==> config.mk <==
export PLATFORM = sky130hd
export DESIGN_NAME = ext_data_bus_port_f_pins
export DESIGN_NICKNAME = d
export VERILOG_FILES = /design/src/hw/ext_data_pins_pkg.sv /design/src/hw/ext_data_bus_port_f_pins.sv
export SDC_FILE = /design/constraint.sdc
export NUM_CORES = 1
export LEC_CHECK = 0
export BUFFER_PORTS_ARGS = -buffer_cell sky130_fd_sc_hd__buf_4
export CAP_MARGIN = 20
export CORE_UTILIZATION = 47
export CTS_CLUSTER_DIAMETER = 60
export DETAILED_ROUTE_END_ITERATION = 7
export PLACE_DENSITY = 0.81
export SLEW_MARGIN = 15
export SYNTH_ARGS = -nofsm -noshare
export SYNTH_HDL_FRONTEND = slang
export SYNTH_SLANG_ARGS = --single-unit
==> constraint.sdc <==
create_clock -name ref_clk -period 1 [get_ports ref_clk]
set_input_delay 0 -clock ref_clk [delete_from_list [all_inputs] [get_ports ref_clk]]
set_output_delay 0 -clock ref_clk [all_outputs]
set_load 0.01 [all_outputs]
==> src/hw/ext_data_pins_pkg.sv <==
// Package of constants for the shared external data bus / port F pin block.
package ext_data_pins_pkg;
  localparam int unsigned LINE_COUNT = 16;
  localparam int unsigned LOW_GROUP_LINES = 7;
  localparam int unsigned LOW_GROUP_PORT_BIT = 9;
  localparam int unsigned HIGH_GROUP_PORT_BIT = 0;
  localparam logic [15:0] PULLUP_RESET = 16'hffff;
  localparam logic [15:0] PERIPH_EN_RESET = 16'hffff;
  localparam logic [15:0] DIR_RESET = 16'h0000;
  localparam logic [15:0] PORT_OUT_RESET = 16'h0000;
  localparam logic BUS_DRIVE_HOLD_RESET = 1'b0;
  localparam logic [15:0] READ_LATCH_RESET = 16'h0000;
endpackage

==> src/hw/ext_data_bus_port_f_pins.sv <==
// Pin control for the sixteen external data lines shared with port F.
`timescale 1ns/1ps
`default_nettype none
// Every pad control is registered, so a configuration change reaches the pads
// one cycle after it is presented.
// Pad inputs are filtered before use, which keeps a ringing line from being
// taken as data but adds latency to both the port input and the read latch.
// The output enable of a bus line follows the raw read strobe, so a read turns
// the bus around without waiting for the filter.
module ext_data_bus_port_f_pins
  import ext_data_pins_pkg::*;
#(
  parameter int unsigned WIDTH = LINE_COUNT
) (
  input wire logic ref_clk,
  input wire logic sys_rst,
  // Control and configuration bits, indexed by port F bit number.
  input wire logic bus_drive_hold,
  input wire logic [15:0] port_f_pullup_reg,
  input wire logic [15:0] periph_enable,
  input wire logic [15:0] port_dir_out,
  input wire logic [15:0] port_out_data,
  // External memory interface side, indexed by data bit number.
  input wire logic bus_cycle_active,
  input wire logic bus_write,
  input wire logic [15:0] bus_write_data,
  input wire logic read_strobe_n,
  output logic [15:0] bus_read_data,
  // Port F input values, indexed by port F bit number.
  output logic [15:0] port_in_data,
  // Pads, indexed by data bit number.
  input wire logic [15:0] pad_in,
  output logic [15:0] pad_out,
  output logic [15:0] pad_oe,
  output logic [15:0] pad_pullup_en
);

  // The pin mapping is fixed in hardware, so other widths cannot be served.
  if (WIDTH != LINE_COUNT) begin : g_bad_width
    $error("ext_data_bus_port_f_pins: WIDTH must be 16.");
  end

  // The two groups must cover the port exactly, or a port bit would be lost.
  if (LOW_GROUP_LINES + LOW_GROUP_PORT_BIT != LINE_COUNT) begin : g_bad_map
    $error("ext_data_bus_port_f_pins: line groups do not cover the port.");
  end

  // Data bit to port F bit number.
  function automatic logic [3:0] port_bit_of(input int unsigned d);
    if (d < LOW_GROUP_LINES) begin
      port_bit_of = 4'(d + LOW_GROUP_PORT_BIT);
    end else begin
      port_bit_of = 4'(d - LOW_GROUP_LINES + HIGH_GROUP_PORT_BIT);
    end
  endfunction

  // Reorder a port-F-indexed vector into data bit order.
  function automatic logic [15:0] to_data_order(input logic [15:0] p);
    logic [15:0] r;
    r = 16'h0000;
    for (int unsigned d = 0; d < LINE_COUNT; d++) begin
      r[d] = p[port_bit_of(d)];
    end
    to_data_order = r;
  endfunction

  logic [15:0] sync1;
  logic [15:0] sync2;
  logic [15:0] sync3;
  logic [15:0] pad_stable;
  logic [2:0] strobe_sync;
  logic strobe_stable;
  logic strobe_prev;
  logic read_rise;
  logic [15:0] next_pad_oe;
  logic [15:0] en_d;
  logic [15:0] dir_d;
  logic [15:0] out_d;
  logic [15:0] pu_d;

  assign en_d = to_data_order(periph_enable);
  assign dir_d = to_data_order(port_dir_out);
  assign out_d = to_data_order(port_out_data);
  assign pu_d = to_data_order(port_f_pullup_reg);

  // Pads come from outside the clock domain and pass three stages first.
  // Only the second stage reads the first, so a metastable first stage
  // never reaches the filter directly.
  always_ff @(posedge ref_clk) begin
    if (sys_rst) begin
      sync1 <= 16'h0000;
      sync2 <= 16'h0000;
      sync3 <= 16'h0000;
    end else begin
      sync1 <= pad_in;
      sync2 <= sync1;
      sync3 <= sync2;
    end
  end

  // A line changes only when stages two and three agree, which filters one-cycle glitches.
  always_ff @(posedge ref_clk) begin
    if (sys_rst) begin
      pad_stable <= 16'h0000;
    end else begin
      for (int unsigned d = 0; d < LINE_COUNT; d++) begin
        if (sync2[d] == sync3[d]) begin
          pad_stable[d] <= sync3[d];
        end
      end
    end
  end

  // The read strobe is filtered the same way for latching; it resets to its
  // idle high level so that leaving reset does not look like a rising edge.
  always_ff @(posedge ref_clk) begin
    if (sys_rst) begin
      strobe_sync <= 3'h7;
      strobe_stable <= 1'b1;
    end else begin
      strobe_sync <= {strobe_sync[1:0], read_strobe_n};
      if (strobe_sync[1] == strobe_sync[2]) begin
        strobe_stable <= strobe_sync[2];
      end
    end
  end

  // Last filtered strobe level, kept to find the rising edge.
  always_ff @(posedge ref_clk) begin
    if (sys_rst) begin
      strobe_prev <= 1'b1;
    end else begin
      strobe_prev <= strobe_stable;
    end
  end

  // The edge is seen only after filtering, so the memory must hold its data
  // a few cycles past the strobe edge.
  assign read_rise = strobe_stable && !strobe_prev;

  // Read data is captured on the rising strobe from the filtered pads.
  always_ff @(posedge ref_clk) begin
    if (sys_rst) begin
      bus_read_data <= READ_LATCH_RESET;
    end else if (read_rise) begin
      bus_read_data <= pad_stable;
    end
  end

  // Port F input register, presented in port F bit order.
  always_ff @(posedge ref_clk) begin
    if (sys_rst) begin
      port_in_data <= 16'h0000;
    end else begin
      for (int unsigned d = 0; d < LINE_COUNT; d++) begin
        port_in_data[port_bit_of(d)] <= pad_stable[d];
      end
    end
  end

  // Pull-up enables follow the pull-up register bit for bit; one bit never
  // touches another line, and reset turns every pull-up on.
  always_ff @(posedge ref_clk) begin
    if (sys_rst) begin
      pad_pullup_en <= PULLUP_RESET;
    end else begin
      pad_pullup_en <= pu_d;
    end
  end

  // Output level: bus lines carry write data, port lines their port bit.
  always_ff @(posedge ref_clk) begin
    if (sys_rst) begin
      pad_out <= 16'h0000;
    end else begin
      for (int unsigned d = 0; d < LINE_COUNT; d++) begin
        if (en_d[d]) begin
          pad_out[d] <= bus_write_data[d];
        end else begin
          pad_out[d] <= out_d[d];
        end
      end
    end
  end

  // Drive decision per line, from the line's role and the bus state.
  always_comb begin
    next_pad_oe = 16'h0000;
    for (int unsigned d = 0; d < LINE_COUNT; d++) begin
      if (!en_d[d]) begin
        next_pad_oe[d] = dir_d[d];
      end else if (bus_cycle_active) begin
        next_pad_oe[d] = bus_write && read_strobe_n;
      end else begin
        next_pad_oe[d] = bus_drive_hold;
      end
    end
  end

  // Output enable. Enable bits reset to the bus role at the config source;
  // here the pads stay undriven through reset whatever the inputs say.
  // The raw strobe turns a bus line around on the next edge, so pad and memory do not
  // fight; the cost is that a strobe glitch briefly floats the bus.
  always_ff @(posedge ref_clk) begin
    if (sys_rst) begin
      pad_oe <= 16'h0000;
    end else begin
      pad_oe <= next_pad_oe;
    end
  end

endmodule
`default_nettype wire

==> impl_metrics.ini <==
[floorplan]
fp.coreArea_mm2 = 0.00924
start_util_pct = 48.7
rows = 35
die_w_um = 99.8
die_area_mm2 = 0.00996
ios = 182
die_y_um = 99.8

[placed_design]
hpwlAfterDp_mm = 6.95
gp_congestion = 0.732
port_buffers = 181
dpl.cell_count = 722
pre_cts_ws_ns = -0.137

[timing]
relSlewSlack_pct = 60.8
finalSetupViolCount = 1
finalHoldViolations = 0
finalCritPeriodShare_pct = 103
skew_ns = 0.00805
setup_slack_ns = -0.0287
maxSlewViolCount = 0
rsz0062_at_grt = true
tightest_slew_ns = 0.588
max_freq_ghz = 0.972
min_period_ns = 1.03

[detailed_routing]
first_pass_iters = 4
wirelength_mm = 15.5
viasPerCell = 4.86
vias = 4254
drc = 0
ant_nets = 0
drtIter0Drc = 192
avgRoutedWirePerCell_um = 17.7

[critical_path]
cp_cell_sequence = dlygate4sd3_1 > buf_4 > nor2_2 > a211oi_2 > dlygate4sd3_1
worst_path_max_delay_cell = dlygate4sd3_1
crit_type = in2reg
critPathRequiredTime_ns = 1.39
cp_common_cell = dlygate4sd3_1
crit_fanout = 3
start_kind = input port
critical_path_arrival_ns = 1.42
cpPeakStageDelay_ns = 0.55
end_kind = register

[power_and_ir_drop]
swShare_pct = 22.2
p_switching_mw = 3.21
p_seq_share_pct = 43.3
clockPowerShare_pct = 46.5
intPower_mw = 11.2
p_leak_nw = 3.54
peakVddDrop_uv = 1430
powerDensity_mw_per_mm2 = 1800
combPwrFrac_pct = 10.3

[synthesis]
postSynthCellCount = 421
syn_avg_cell_area_um2 = 10.7
synth_area_mm2 = 0.00450
ys_seq_elements = 149
synth_cell_types = 18
synth.yosys.seq_area_share_pct = 66.4
syn_nets = 523
synth_warnings = 0

[layout]
fin_nets = 836
antenna_cells = 0
area_delta_synth_final_pct = 78.5
drive_gt1_share_pct = 37.9
instances_no_fill = 876

[clock_tree]
clk_pin_slew_ns = 0.06
cts_buffers = 17
tritoncts = yes
h-tree-depth = 4
clk_latency_ns = 0.51
cts_max_path_buffers = 2
root_buffer = clkbuf_8
numClockSinks = 149

[status]
violations = negative setup slack
outcome = finished, violations left

[global_route]
grt_max_degree = 18
grt-ovfl-total = 0
antenna_found_initial = 0
grt_first_pass_wirelength_mm = 22.0
grt.total_usage_pct = 29.5
first_global_vias = 4506

[job]
drv_cap = 0

[worst_hold_path]
hp-class = in2reg
==> cell usage in the layout (no fill, tap or decap), types with 4 or more instances in the layout <==
cell,count
dlygate4sd3_1,115
nand2_1,48
or2_2,20
dfxtp_1,124
nor2b_1,65
bufinv_16,4
mux2i_1,16
buf_4,175
buf_6,15
buf_12,4
clkinvlp_4,4
nor2_1,29
a211oi_1,12
a21oi_1,32
o21ai_0,16
nor2_2,4
dlymetal6s4s_1,5
a211oi_2,4
dfxtp_2,25
clkbuf_16,16
==> worst max-delay path: cells and delay by family <==
kind                   cells  cell delay, ns
buffers and inverters      3            1.23
and+or+nand+nor            1            0.13
AOI/OAI and AO/OA          1            0.06
==> per-layer routing <==
layer | part of all wire [%] | wire (um) | vias up | GRT usage, %
met5 | 0 | 0 | - | 0
met4 | 4.7 | 733 | 0 | 16.6
met3 | 5.7 | 881 | 55 | 8.64
met2 | 55 | 8460 | 202 | 54.7
met1 | 35 | 5440 | 1993 | 29.2
li1 | - | - | 2004 | -
==> state kept, by name (all words and copies together), names as in the netlist, 16 cells and up <==
signal,count
pad_stable,16
bus_read_data,16
port_in_data,16
sync2,16
pad_out,16
pad_pullup_en,16
sync3,16
sync1,16
pad_oe,16
==> what timing repair did <==
item / 4_1_cts / 5_1_grt
gates cloned: 0 / 1
hold endpoints to repair: 94 / 7
endpoints found under the setup margin: 22 / 51
setup buffers: 0 / 1
hold buffers: 119 / 8
gates resized for setup: 9 / 50
pin swaps: 0 / 2
==> per-stage QoR <==
stage               util [%]  hold slack (ns)  cell area, um^2  setup TNS (ns)  total power [mW]
global placement        65.3            0.184             6040          -0.606              7.27
floorplan                  -           0.0956             4500               0              6.68
global route            86.9           0.0125             8030         -0.0273              14.8
detailed placement      65.3            0.186             6040           -1.42              7.30
CTS                     85.1           0.0247             7870               0              14.2
finish                  86.9           0.0105             8030         -0.0287              14.4
==> cell usage after synthesis <==
| cell type | n | area [um^2] |
|---|---|---|
| buf_6 | 2 | 22.5 |
| a211oi_1 | 16 | 120 |
| buf_4 | 2 | 15.0 |
| dfxtp_1 | 149 | 2980 |
| or2_2 | 20 | 125 |
| clkbuf_1 | 4 | 15.0 |
| mux2i_1 | 16 | 160 |
| and2b_1 | 1 | 7.51 |
| buf_2 | 11 | 55.1 |
| a21oi_1 | 33 | 165 |
| nand2b_1 | 1 | 6.26 |
| o21bai_1 | 1 | 7.51 |
| a31oi_2 | 1 | 12.5 |
| nor2_1 | 33 | 124 |
| nor2b_1 | 65 | 407 |
| nand2_1 | 48 | 180 |
| clkbuf_2 | 2 | 10.0 |
| o21ai_0 | 16 | 80.1 |
==> cell families after synthesis <==
family	Yosys count	synth area share (%)
AOI/OAI and AO/OA	67	8.57
buffers and inverters	21	2.62
DFF	149	66.4
muxes	16	3.56
and+or+nand+nor	168	18.9
==> area by class of cell <==
class	count	area (um^2)
Timing Repair Buffer	314	2780
Multi-Input combinational cell	252	1450
Sequential cell	149	3010
Clock inverter	13	194
Clock buffer	19	432
Tap cell	129	161
Fill cell	394	1210
==> power by group through the flow <==
stage | clock network, mW | registers (mW) | logic (mW)
final | 6.71 | 6.24 | 1.48
after floorplan | 0 | 6.40 | 0.279
after detailed placement | 0 | 6.35 | 0.957
after global routing | 7.03 | 6.26 | 1.56
after CTS | 6.64 | 6.22 | 1.35
after global placement | 0 | 6.34 | 0.937
==> final timing paths <==
| path | from | to | slack, ns | cells past startpoint |
|---|---|---|---|---|
| worst max-delay path | periph_enable[2] | pad_oe[9] | -0.03 | 5 |
| worst min-delay path | periph_enable[8] | pad_out[15] | 0.01 | 4 |
| worst max register to register | strobe_prev | bus_read_data[11] | 0.03 | 3 |
| worst min register to register | sync1[11] | sync2[11] | 0.44 | 1 |
(Power assumes the default switching activity.)
